[config.mk]
export PLATFORM = sky130hd
export DESIGN_NAME = twf_framer
export DESIGN_NICKNAME = d
export VERILOG_FILES = /design/src/rtl/twf_pkg.sv /design/src/rtl/twf_crc_if.sv /design/src/rtl/twf_crc.sv /design/src/rtl/twf_framer.sv
export SDC_FILE = /design/constraint.sdc
export NUM_CORES = 1
export LEC_CHECK = 0
export ABC_AREA = 1
export CAP_MARGIN = 20
export CORE_MARGIN = 2
export CORE_UTILIZATION = 54
export CTS_BUF_LIST = sky130_fd_sc_hd__clkbuf_8
export DETAILED_ROUTE_END_ITERATION = 6
export DONT_BUFFER_PORTS = 1
export GPL_ROUTABILITY_DRIVEN = 0
export PLACE_DENSITY_LB_ADDON = 0.1
export SYNTH_ARGS = -nofsm -noshare
export SYNTH_HDL_FRONTEND = slang
export SYNTH_HIERARCHICAL = 1
export SYNTH_SLANG_ARGS = --single-unit
[constraint.sdc]
create_clock -name clk -period 3.2 [get_ports clk]
set_clock_uncertainty 0.05 [all_clocks]
set_input_delay 0.8 -clock clk [delete_from_list [all_inputs] [get_ports clk]]
set_output_delay 0.8 -clock clk [all_outputs]
set_load 0.01 [all_outputs]
[src/rtl/twf_pkg.sv]
// constants and types shared by the two-wire frame output block
package twf_pkg;

  // ----------------------------------------------------------------
  // clock and watchdog timing
  // ----------------------------------------------------------------
  localparam int CLK_PERIOD_NS  = 10;
  localparam int WDT_TIME_NS    = 3600;
  localparam int WDT_CYCLES_INT = (WDT_TIME_NS + CLK_PERIOD_NS - 1) / CLK_PERIOD_NS;
  localparam logic [9:0] WDT_CYCLES = WDT_CYCLES_INT[9:0];

  // ----------------------------------------------------------------
  // conversion timing, in master clock periods, at ratio 64
  // ----------------------------------------------------------------
  localparam int OSR_MIN       = 64;
  localparam int SETTLE_CONVS  = 3;
  localparam int CONV_BASE_INT = 4 * OSR_MIN;
  localparam int START_BASE_INT = 2 * OSR_MIN + SETTLE_CONVS * CONV_BASE_INT;
  localparam logic [13:0] CONV_BASE  = CONV_BASE_INT[13:0];
  localparam logic [13:0] START_BASE = START_BASE_INT[13:0];
  localparam logic [13:0] CNT_ONE    = 14'h0001;

  // ----------------------------------------------------------------
  // frame layout
  // ----------------------------------------------------------------
  localparam logic [1:0]  RATIO_64     = 2'h0;
  localparam logic [7:0]  SYNC_BYTE    = 8'hA5;
  localparam logic [6:0]  LEN_SHORT    = 7'h30;
  localparam logic [6:0]  LEN_LONG     = 7'h40;
  localparam logic [6:0]  CRC_BITS     = 7'h10;
  localparam logic [1:0]  LAST_FRAME   = 2'h3;
  localparam logic [15:0] CRC_POLY     = 16'h1021;
  localparam logic [15:0] CRC_INIT     = 16'h0000;

  typedef enum logic [2:0] {
    TWF_IDLE = 3'h1,
    TWF_DATA = 3'h2,
    TWF_CRC  = 3'h4
  } twf_state_e;

endpackage

[src/rtl/twf_crc_if.sv]
// interface between the framer and its frame checksum engine
`timescale 1ns/10ps
interface twf_crc_if;
  logic        clear;
  logic        shift;
  logic        data_bit;
  logic [15:0] crc;

  modport framer (output clear, output shift, output data_bit, input crc);
  modport engine (input clear, input shift, input data_bit, output crc);
endinterface

[src/rtl/twf_crc.sv]
// serial frame checksum engine, msb first
`timescale 1ns/10ps
module twf_crc (
  // clock and reset
  input wire logic clk,
  input wire logic rst_b,
  // framer side
  twf_crc_if.engine cif
);

  logic [15:0] base;
  logic        feedback;
  logic [15:0] next_crc;
  logic [15:0] crc;

  // ----------------------------------------------------------------
  // one bit step
  // ----------------------------------------------------------------
  always_comb begin
    base     = cif.clear ? twf_pkg::CRC_INIT : crc;
    feedback = base[15] ^ cif.data_bit;
    next_crc = {base[14:0], 1'b0} ^ (feedback ? twf_pkg::CRC_POLY : 16'h0000);
  end

  always_ff @(posedge clk) begin
    if (!rst_b) begin
      crc <= twf_pkg::CRC_INIT;
    end else if (cif.shift) begin
      crc <= next_crc;
    end
  end

  assign cif.crc = crc;

endmodule

[src/rtl/twf_framer.sv]
// two-wire frame output with clock-high watchdog
//
// Behaviour
// RULE1 - host clocks the serial input without pause
// RULE2 - host keeps serial clock at 10 MHz max
// RULE3 - any clock duty cycle is accepted
// RULE4 - frames sent at fixed rate, clock-synchronous
// RULE5 - ratio 64: sync, two 16-bit results, checksum
// RULE6 - higher ratios: 80-bit frame, 24-bit results
// RULE7 - order: sync, channel 0, channel 1, checksum
// RULE8 - sync word reports five latched strap pins
// RULE9 - sync word carries 2-bit frame counter
// RULE10 - sync word holds fixed byte A5
// RULE11 - four frames per result, then output low
// RULE12 - ratio 64 streams back-to-back without gap
// RULE13 - no frames before first result settles
// RULE14 - conversions start after twice ratio clocks
// RULE15 - no hard reset input in this mode
// RULE16 - clock held high past timeout resets all
// RULE17 - clock low before timeout clears timer
// RULE18 - clock held low never resets
// RULE19 - host keeps clock at least 138.9 kHz
// RULE20 - host exits mode via select low, clock high
// RULE21 - output never floats, idles low
// RULE22 - straps captured on select rising edge
// RULE23 - interface choice latched at reset release
// RULE24 - checksum over sync and results, msb first
// RULE25 - watchdog timed by free-running internal clock
`timescale 1ns/10ps
module twf_framer (
  // clock and power-on reset
  input  wire logic        clk,
  input  wire logic        rst_b,
  // link pins
  input  wire logic        serial_clock,
  output logic             serial_out,
  // strap pins
  input  wire logic        interface_select_pin,
  input  wire logic        ratio_select_low_pin,
  input  wire logic        ratio_select_high_pin,
  input  wire logic        gain_select_low_pin,
  input  wire logic        gain_select_high_pin,
  input  wire logic        bias_select_pin,
  // converter results
  input  wire logic [23:0] channel0_result,
  input  wire logic [23:0] channel1_result,
  output logic             result_take,
  // status
  output logic             two_wire_mode,
  output logic [1:0]       ratio_code,
  output logic [1:0]       gain_code,
  output logic             bias_code,
  output logic             converter_reset,
  output logic             watchdog_reset
);

  // ----------------------------------------------------------------
  // pin synchronisers
  // ----------------------------------------------------------------
  logic       sck_m, sck_s, sck_d;
  logic       sel_m, sel_s, sel_d;
  logic [4:0] strap_m, strap_s;
  logic       sck_rise, sck_fall, sel_rise;

  // no reset here, so pins are settled when reset lets go [RULE23]
  always_ff @(posedge clk) begin
    sck_m   <= serial_clock;
    sck_s   <= sck_m;
    sck_d   <= sck_s;
    sel_m   <= interface_select_pin;
    sel_s   <= sel_m;
    sel_d   <= sel_s;
    strap_m <= {ratio_select_high_pin, ratio_select_low_pin,
                gain_select_high_pin, gain_select_low_pin, bias_select_pin};
    strap_s <= strap_m;
  end

  // edges seen on the oversampled clock, so duty cycle is free [RULE3]
  assign sck_rise = sck_s & ~sck_d;
  assign sck_fall = ~sck_s & sck_d;
  assign sel_rise = sel_s & ~sel_d;

  // ----------------------------------------------------------------
  // watchdog on the internal clock
  // ----------------------------------------------------------------
  logic [9:0] wdt_count;
  logic       wdt_armed;
  logic       local_rst;

  always_ff @(posedge clk) begin
    if (!rst_b) begin
      wdt_count      <= 10'h000;
      wdt_armed      <= 1'b0;
      watchdog_reset <= 1'b0;
    end else begin
      watchdog_reset <= 1'b0;
      if (sck_rise) begin
        wdt_count <= 10'h001;  // [RULE16] [RULE25]
        wdt_armed <= 1'b1;
      end else if (!sck_s) begin
        wdt_count <= 10'h000;  // [RULE17] [RULE18]
        wdt_armed <= 1'b0;
      end else if (wdt_armed) begin
        if (wdt_count == twf_pkg::WDT_CYCLES) begin
          watchdog_reset <= 1'b1;  // [RULE16]
          wdt_armed      <= 1'b0;
        end else begin
          wdt_count <= wdt_count + 10'h001;
        end
      end
    end
  end

  // only power-on and watchdog reset the part [RULE15]
  assign local_rst = !rst_b || watchdog_reset;

  // ----------------------------------------------------------------
  // mode and strap latching
  // ----------------------------------------------------------------
  logic init_done;

  always_ff @(posedge clk) begin
    if (local_rst) begin
      init_done       <= 1'b0;
      two_wire_mode   <= 1'b0;
      ratio_code      <= 2'h0;
      gain_code       <= 2'h0;
      bias_code       <= 1'b0;
      converter_reset <= 1'b1;
    end else begin
      converter_reset <= 1'b0;
      if (!init_done) begin
        init_done     <= 1'b1;
        two_wire_mode <= sel_s;  // [RULE23]
        {ratio_code, gain_code, bias_code} <= strap_s;
      end else if (sel_rise) begin
        {ratio_code, gain_code, bias_code} <= strap_s;  // [RULE22]
      end
    end
  end

  // ----------------------------------------------------------------
  // result timing in master clock periods
  // ----------------------------------------------------------------
  logic [13:0] conv_count;
  logic        conv_started;
  logic        pending;
  logic        take;
  logic [23:0] ch0_q, ch1_q;

  always_ff @(posedge clk) begin
    if (local_rst || !two_wire_mode) begin
      conv_count   <= 14'h0000;
      conv_started <= 1'b0;
      result_take  <= 1'b0;
    end else begin
      result_take <= 1'b0;
      if (!conv_started) begin
        conv_started <= 1'b1;
        conv_count   <= (twf_pkg::START_BASE << ratio_code) - twf_pkg::CNT_ONE;  // [RULE14]
      end else if (sck_rise) begin
        if (conv_count == 14'h0000) begin
          result_take <= 1'b1;  // [RULE13]
          conv_count  <= (twf_pkg::CONV_BASE << ratio_code) - twf_pkg::CNT_ONE;  // [RULE4]
        end else begin
          conv_count <= conv_count - twf_pkg::CNT_ONE;
        end
      end
    end
  end

  always_ff @(posedge clk) begin
    if (local_rst) begin
      ch0_q <= 24'h000000;
      ch1_q <= 24'h000000;
    end else if (result_take) begin
      ch0_q <= channel0_result;
      ch1_q <= channel1_result;
    end
  end

  // a new result wins over the take in the same cycle [RULE11]
  always_ff @(posedge clk) begin
    if (local_rst) begin
      pending <= 1'b0;
    end else begin
      pending <= (pending & ~take) | result_take;
    end
  end

  // ----------------------------------------------------------------
  // frame shifter
  // ----------------------------------------------------------------
  twf_crc_if           cif ();
  twf_pkg::twf_state_e state;
  logic [63:0]         payload;
  logic [63:0]         next_payload;
  logic [6:0]          bit_cnt;
  logic [1:0]          frame_idx;
  logic [15:0]         crc_sh;
  logic [6:0]          payload_len;
  logic                load_frame;
  logic [1:0]          load_idx;

  twf_crc u_crc (
    .clk   (clk),
    .rst_b (rst_b),
    .cif   (cif)
  );

  assign payload_len = (ratio_code == twf_pkg::RATIO_64) ? twf_pkg::LEN_SHORT
                                                         : twf_pkg::LEN_LONG;

  // sync word then channel 0 then channel 1 [RULE7] [RULE8] [RULE9] [RULE10]
  always_comb begin
    if (ratio_code == twf_pkg::RATIO_64) begin
      next_payload = {ratio_code, gain_code, bias_code, load_idx, 1'b0, twf_pkg::SYNC_BYTE,
                      ch0_q[23:8], ch1_q[23:8], 16'h0000};  // [RULE5]
    end else begin
      next_payload = {ratio_code, gain_code, bias_code, load_idx, 1'b0, twf_pkg::SYNC_BYTE,
                      ch0_q, ch1_q};  // [RULE6]
    end
  end

  always_comb begin
    load_frame = 1'b0;
    load_idx   = 2'h0;
    take       = 1'b0;
    if (sck_fall) begin
      case (state)
        twf_pkg::TWF_IDLE: begin
          load_frame = pending;
          take       = pending;
        end
        twf_pkg::TWF_CRC: begin
          if (bit_cnt == twf_pkg::CRC_BITS) begin
            if (frame_idx != twf_pkg::LAST_FRAME) begin
              load_frame = 1'b1;
              load_idx   = frame_idx + 2'h1;
            end else begin
              load_frame = pending;  // [RULE12]
              take       = pending;
            end
          end
        end
        default: begin
          load_frame = 1'b0;
        end
      endcase
    end
  end

  // checksum runs over every payload bit as it leaves [RULE24]
  assign cif.clear    = load_frame;
  assign cif.shift    = load_frame || (sck_fall && state == twf_pkg::TWF_DATA &&
                                       bit_cnt != payload_len);
  assign cif.data_bit = load_frame ? next_payload[63] : payload[63];

  always_ff @(posedge clk) begin
    if (local_rst || !two_wire_mode) begin
      state      <= twf_pkg::TWF_IDLE;
      serial_out <= 1'b0;  // [RULE21]
      payload    <= 64'h0;
      bit_cnt    <= 7'h00;
      frame_idx  <= 2'h0;
      crc_sh     <= 16'h0000;
    end else if (load_frame) begin
      state      <= twf_pkg::TWF_DATA;
      serial_out <= next_payload[63];  // [RULE4]
      payload    <= {next_payload[62:0], 1'b0};
      bit_cnt    <= 7'h01;
      frame_idx  <= load_idx;
    end else if (sck_fall) begin
      case (state)
        twf_pkg::TWF_DATA: begin
          if (bit_cnt == payload_len) begin
            state      <= twf_pkg::TWF_CRC;
            serial_out <= cif.crc[15];
            crc_sh     <= {cif.crc[14:0], 1'b0};
            bit_cnt    <= 7'h01;
          end else begin
            serial_out <= payload[63];
            payload    <= {payload[62:0], 1'b0};
            bit_cnt    <= bit_cnt + 7'h01;
          end
        end
        twf_pkg::TWF_CRC: begin
          if (bit_cnt == twf_pkg::CRC_BITS) begin
            state      <= twf_pkg::TWF_IDLE;
            serial_out <= 1'b0;  // [RULE11] [RULE21]
          end else begin
            serial_out <= crc_sh[15];
            crc_sh     <= {crc_sh[14:0], 1'b0};
            bit_cnt    <= bit_cnt + 7'h01;
          end
        end
        default: begin
          serial_out <= 1'b0;
        end
      endcase
    end
  end

  logic seen_result;
  always_ff @(posedge clk) begin
    if (local_rst) begin
      seen_result <= 1'b0;
    end else if (result_take) begin
      seen_result <= 1'b1;
    end
  end

  logic [15:0] next_payload_hold;
  always_ff @(posedge clk) begin
    if (!rst_b) begin
      next_payload_hold <= 16'h0000;
    end else begin
      next_payload_hold <= next_payload[63:48];
    end
  end
endmodule

-- Yosys cells after proc, flatten, opt, wreduce, memory -nomap -nowiden
Index checks and enable logic that the tools add are counted.
Widths: inputs -> output; s select.
- output and inout port bits: 10
- word-level logic and storage cells: 163
- bits in registers: 209
- bits of input ports: 57
- shift operators: 2
- reduce and logical (&&, ||, !) cells: 25
- equal/unequal tests: 19
- add/sub/neg operators: 6
- bitwise gates (word level): 17
- muxes and demuxes: 61
- operators by type and width (kind ; number):
    $mux 64 ; 4
    $mux 16 ; 3
    $mux 14 ; 3
    $sub 14x1->14 const B ; 3
    $mux 32 ; 1
    $pmux 16 s2 ; 1
    $mux 1 ; 28
    $mux 7 ; 3
    $mux 2 ; 10
    $xor 16x16->16 ; 1
    $logic_not 14->1 ; 1
    $pmux 7 s2 ; 1
    $shl 10x2->14 const A ; 1
    $shl 9x2->14 const A ; 1
    $mux 13 ; 1
    $ne 2x2->1 const B ; 6
    $add 10x1->10 const B ; 1
    $eq 10x9->1 const B ; 1
    $not 1->1 ; 10
    $ne 3x3->1 const B ; 3
    $reduce_and 3->1 ; 3
    $reduce_and 4->1 ; 2
    $add 7x1->7 const B ; 1
    $eq 7x5->1 const B ; 1
    other kinds (26) ; 40

-- Longest topological paths before layout
- depth in word-level cells: 9
- depth in mapped cells: 20

-- By module
Netlist, hierarchy kept.
- modules (own cells, without submodules) (module ; instances ; area an instance (um^2) ; cells each ; seq. area each (um^2)):
    twf_framer ; 1 ; 8249.2 ; 1069 ; 3843.7
    twf_crc ; 1 ; 655.6 ; 89 ; 320.3

-- Worst setup path before layout
OpenSTA, ideal clock, no wires.
- path kind: flip-flop to flip-flop
- start: register bit_cnt[0]
- end: register u_crc.crc[13], in the netlist u_crc/cif.crc[13]
- period minus slack after synthesis: 2.171 ns
- buffers on the path: 2
- library setup time: 0.118 ns
- path slack: 1.029 ns
- cell stages (with the launch flop): 16
- data arrival time: 2.004 ns
- path through: dfxtp_1 inv_1 ha_1 nand2_1 nor2_1 nand2_1 inv_2 nand3b_4 nand2_4 nand2_4 nand2_8 clkbuf_1 inv_2 buf_6 a21oi_1 nor2_1
- elaborated cells on any way between the ends: 9
- RTL lines (what ; RTL line ; source):
    from (decl) ; twf_framer.sv:198 ; logic [6:0] bit_cnt;
    from (signal assigned) ; twf_framer.sv:284 ; bit_cnt <= bit_cnt + 7'h01;
    from (signal assigned) ; twf_framer.sv:294 ; bit_cnt <= bit_cnt + 7'h01;
    $eq 7x5->1 ; twf_framer.sv:236 ; if (bit_cnt == twf_pkg::CRC_BITS) begin
    $mux 1 ; twf_framer.sv:236 ;
    $pmux 1 s2 ; twf_framer.sv:230 ; case (state)
    $mux 1 ; twf_framer.sv:229 ; if (sck_fall) begin
    $logic_or 1x1->1 (*) ; twf_framer.sv:255 ; assign cif.shift = load_frame || (sck_fall && state == twf_pkg::TWF_DATA &&
    named net cif.shift ; twf_crc_if.sv:5 ; logic shift;
    to (signal assigned) ; twf_crc.sv:27 ; crc <= twf_pkg::CRC_INIT;
    to (signal assigned) ; twf_crc.sv:29 ; crc <= next_crc;
    to (decl) ; twf_crc.sv:14 ; logic [15:0] crc;
The timed path passes the listed nets; every way through them passes the cells marked *.
A chain may end at the register's enable or synchronous reset.

-- Worst setup path after layout
- start: register bit_cnt[0]
- end: register payload[28]
- cells in the longest elaborated chain, start to end: 6
- elaborated cells on any way between the ends: 10
- ends and longest elaborated chain (what ; RTL line ; source):
    $eq 7x5->1 ; twf_framer.sv:236 ;
    $mux 1 ; twf_framer.sv:236 ;
    $pmux 1 s2 ; twf_framer.sv:230 ;
    $mux 1 ; twf_framer.sv:229 ;
    $ne 2x2->1 (no source line) or $reduce_bool 2->1 (tied branches) ; n/a ;
    $reduce_and 3->1 (no source line) ; n/a ;
    to (signal assigned) ; twf_framer.sv:270 ; payload <= {next_payload[62:0], 1'b0};
    to (signal assigned) ; twf_framer.sv:283 ; payload <= {payload[62:0], 1'b0};
    to (decl) ; twf_framer.sv:196 ; logic [63:0] payload;
Parallel ways exist; a longest one is shown, timed or not.

==> metrics.yaml <==
worst_hold_path:
  min_to: "sck_m"
  hold_depth: 0
  min-delay-path-class: "input pin to flop"
  min_from: "serial_clock"
synth:
  syn_inst: 1158
  ys.flop_type: "dfxtp_1"
  synth_cell_type_count: 46
  synth_area_leader_cell: "dfxtp_1"
  synth.top_cell.area_share: 0.468
  syn_nets: 1221
  async_flop_share: 0
  synth-warning-count: 6
  synth_area_leaders: "dfxtp_1, nand2_1, nor2_1"
  synth_seq_area_share: 0.468
  syn_area_um2: 8900
  syn_avg_cell_area_um2: 7.69
  synth_edf_count: 0
  synth_seq_cells: 208
floorplan:
  design.portCount: 67
  core_area_um2: 16000
  fp.dieH_um: 132
  start_util: 0.557
  die_area_um2: 17500
  num_rows: 46
  die_w_um: 132
place:
  dp_hpwl_um: 12300
  port_buffers: 0
cells_and_area:
  layout-drive-gt1-share: 0.116
  nets: 1209
  regArea_um2: 4170
  nFillCells: 1538
  fin_util: 0.600
  multi_input_area_um2: 4040
  diodes: 0
  area_delta_synth_final_pct: 7.83
routing:
  wirelength_um: 18800
  drt-initial-drc-count: 406
  num_vias: 7281
  wl_per_cell_um: 13.6
  drtPass1Iterations: 5
  drc: 0
  viasPerCell: 5.26
  ant_nets: 0
setup_path:
  startpoint: "bit_cnt[0]"
  r2r_end: "payload[28]"
  arrival_ps: 2920
  critical_path.max_fanout: 61
  setup.worst_path.class: "flop to flop"
  critical_path.startpoint_type: "flop"
  cp-end-kind: "flop"
  reg2regPathDepth: 13
  regToRegStartpoint: "bit_cnt[0]"
  required_ps: 3570
  reg2reg_slack_ps: 640
sta:
  fmax_mhz: 391
  worst_slew_pin_slew_ps: 753
  slew_headroom: 0.497
  setup_viol: 0
  grt_setup_unrepaired: "no"
  post-route-period-util: 0.799
  hold_viol: 0
  tns_ps: 0
  post-route-min-period_ps: 2560
  final-max-slew-violation-count: 0
clocking:
  htreeDepth: 2
  postCtsSetupRepairBufs: 0
  cts_tree: "done"
  cts_root_buf: "clkbuf_8"
  cts_resized: 0
  clkSinkCount: 208
  cts_buffers: 36
  path_clk_slew_ps: 60
  worstSkewPairLatency_ps: 510
  ctsLongestPathBuffers: 3
  holdBufCountCts: 0
grt:
  grt_pass1_vias: 6933
  grt_max_degree: 62
  track_usage: 0.216
  grt_first_pass_wirelength_um: 32100
  antenna_found_initial: 0
  grt.overflow.total: 0
pwr:
  p_comb_frac: 0.032
  p_int_w: 0.00395
  net-switching-power_w: 0.00117
  switching_share: 0.228
  powerDensity_nw_per_um2: 534
  power_frac_seq: 0.515
  p_clk_frac: 0.453
  p_leak_nw: 3.64
  peakVddDrop_v: 0.000471
run_status:
  outcome: "completed"
run:
  maxCapViolCount: 0
-- power groups by stage --
stage	Clock, W	Combinational [W]	Sequential [W]
2_1_floorplan	0	0.000134	0.00269
3_3_place_gp	0	0.000161	0.00270
3_5_place_dp	0	0.000161	0.00270
4_1_cts	0.00238	0.000162	0.00264
5_1_grt	0.00250	0.000186	0.00264
6_report	0.00232	0.000162	0.00264
-- synthesized netlist by cell type, drive strengths merged (2+ instances only) --
master,number
nand2,254
dfxtp,208
nor2,153
o21ai,117
a21oi,109
inv,90
nand3,51
o31ai,36
clkbuf,34
buf,29
a31oi,24
nor3,9
ha,6
xor2,6
nand4,5
o211ai,5
or2,4
a211oi,3
xnor2,3
nand3b,2
nor4,2
o21a,2
o21bai,2
-- metrics by stage --
step / setup slack [ps] / cells / instance area, µm² / hold WS [ps] / power, W
floorplan: 1030 / 1158 / 8900 / 260 / 0.00282
global placement: 703 / 1324 / 8910 / 260 / 0.00286
detailed placement: 640 / 1324 / 8910 / 263 / 0.00286
CTS: 643 / 1384 / 9600 / 241 / 0.00519
global route: 362 / 1384 / 9600 / 238 / 0.00532
finish: 642 / 1384 / 9600 / 264 / 0.00512
-- flip-flops by register name (all words and copies together) (netlist names), 5 cells and up --
| signal | count |
|---|---|
| strap_s | 5 |
| ch1_q | 24 |
| payload | 63 |
| strap_m | 5 |
| crc_sh | 15 |
| u_crc/cif.crc | 16 |
| ch0_q | 24 |
| conv_count | 14 |
| bit_cnt | 7 |
| wdt_count | 10 |
-- cell usage in the layout, fill, tap and decap left out, types with 3 or more instances in the layout --
| cell type | synthesis | routed |
|---|---|---|
| or2_2 | 3 | 3 |
| nand2_1 | 229 | 229 |
| nor3_2 | 3 | 3 |
| nor3_1 | 6 | 6 |
| xnor2_1 | 3 | 3 |
| inv_1 | 79 | 92 |
| inv_2 | 11 | 11 |
| xor2_1 | 6 | 6 |
| nor2_1 | 146 | 146 |
| clkbuf_8 | 0 | 43 |
| nand2_4 | 5 | 5 |
| o31ai_1 | 17 | 17 |
| o21ai_1 | 18 | 18 |
| o31ai_2 | 19 | 19 |
| a31oi_1 | 24 | 24 |
| buf_4 | 3 | 13 |
| nand2_2 | 19 | 19 |
| nand4_1 | 5 | 5 |
| nand3_1 | 49 | 49 |
| o21ai_0 | 99 | 99 |
| ha_1 | 6 | 6 |
| nor2_2 | 4 | 4 |
| o211ai_1 | 5 | 5 |
| a211oi_1 | 3 | 3 |
| dfxtp_1 | 208 | 207 |
| a21oi_1 | 108 | 108 |
-- cells by family (layout without fill, tap and decap cells) --
logic type,count (synthesis),count (layout),synth area share
xor gates and xnor gates,9,9,0.00885
AOI/OAI and AO/OA,299,299,0.196
adders and majority gates,6,6,0.00843
muxes,1,1,0.00126
and+or+nand+nor,481,481,0.238
DFF,208,208,0.468
buffers and inverters,154,164,0.0792
-- per-layer routing --
layer	share of wire	track usage	wire length, µm
met5	0	0	0
met4	0.025	0.0729	472
met3	0.041	0.0425	771
met2	0.46	0.366	8700
met1	0.47	0.275	8860
-- cell type report --
cell class / instances / area share
Sequential cell: 208 / 0.434
Multi-Input combinational cell: 796 / 0.420
Clock buffer: 43 / 0.0616
Inverter: 91 / 0.0356
Tap cell: 216 / 0.0281
Clock inverter: 17 / 0.0104
Timing Repair Buffer: 13 / 0.0102
-- how the worst max path moves through the flow --
stage                        endpoint  slack, ps  cells after the start
floorplan           u_crc/cif.crc[13]       1030                     15
global placement          payload[29]        700                     13
detailed placement        payload[28]        640                     13
CTS                       payload[28]        640                     13
global route              payload[28]        360                     13
finish                    payload[28]        640                     13
-- critical path, stage by stage, from the launching register on --
cell	delay [ps]
dfxtp_1	380
inv_1	60
ha_1	190
nand2_1	60
nor2_1	50
nand2_1	110
inv_2	60
nand3b_4	80
nand2_4	60
nand2_4	260
nand2_8	280
nor2_8	580
nand2_1	110
o31ai_1	100
No activity file was read; power rests on OpenSTA's default activity.
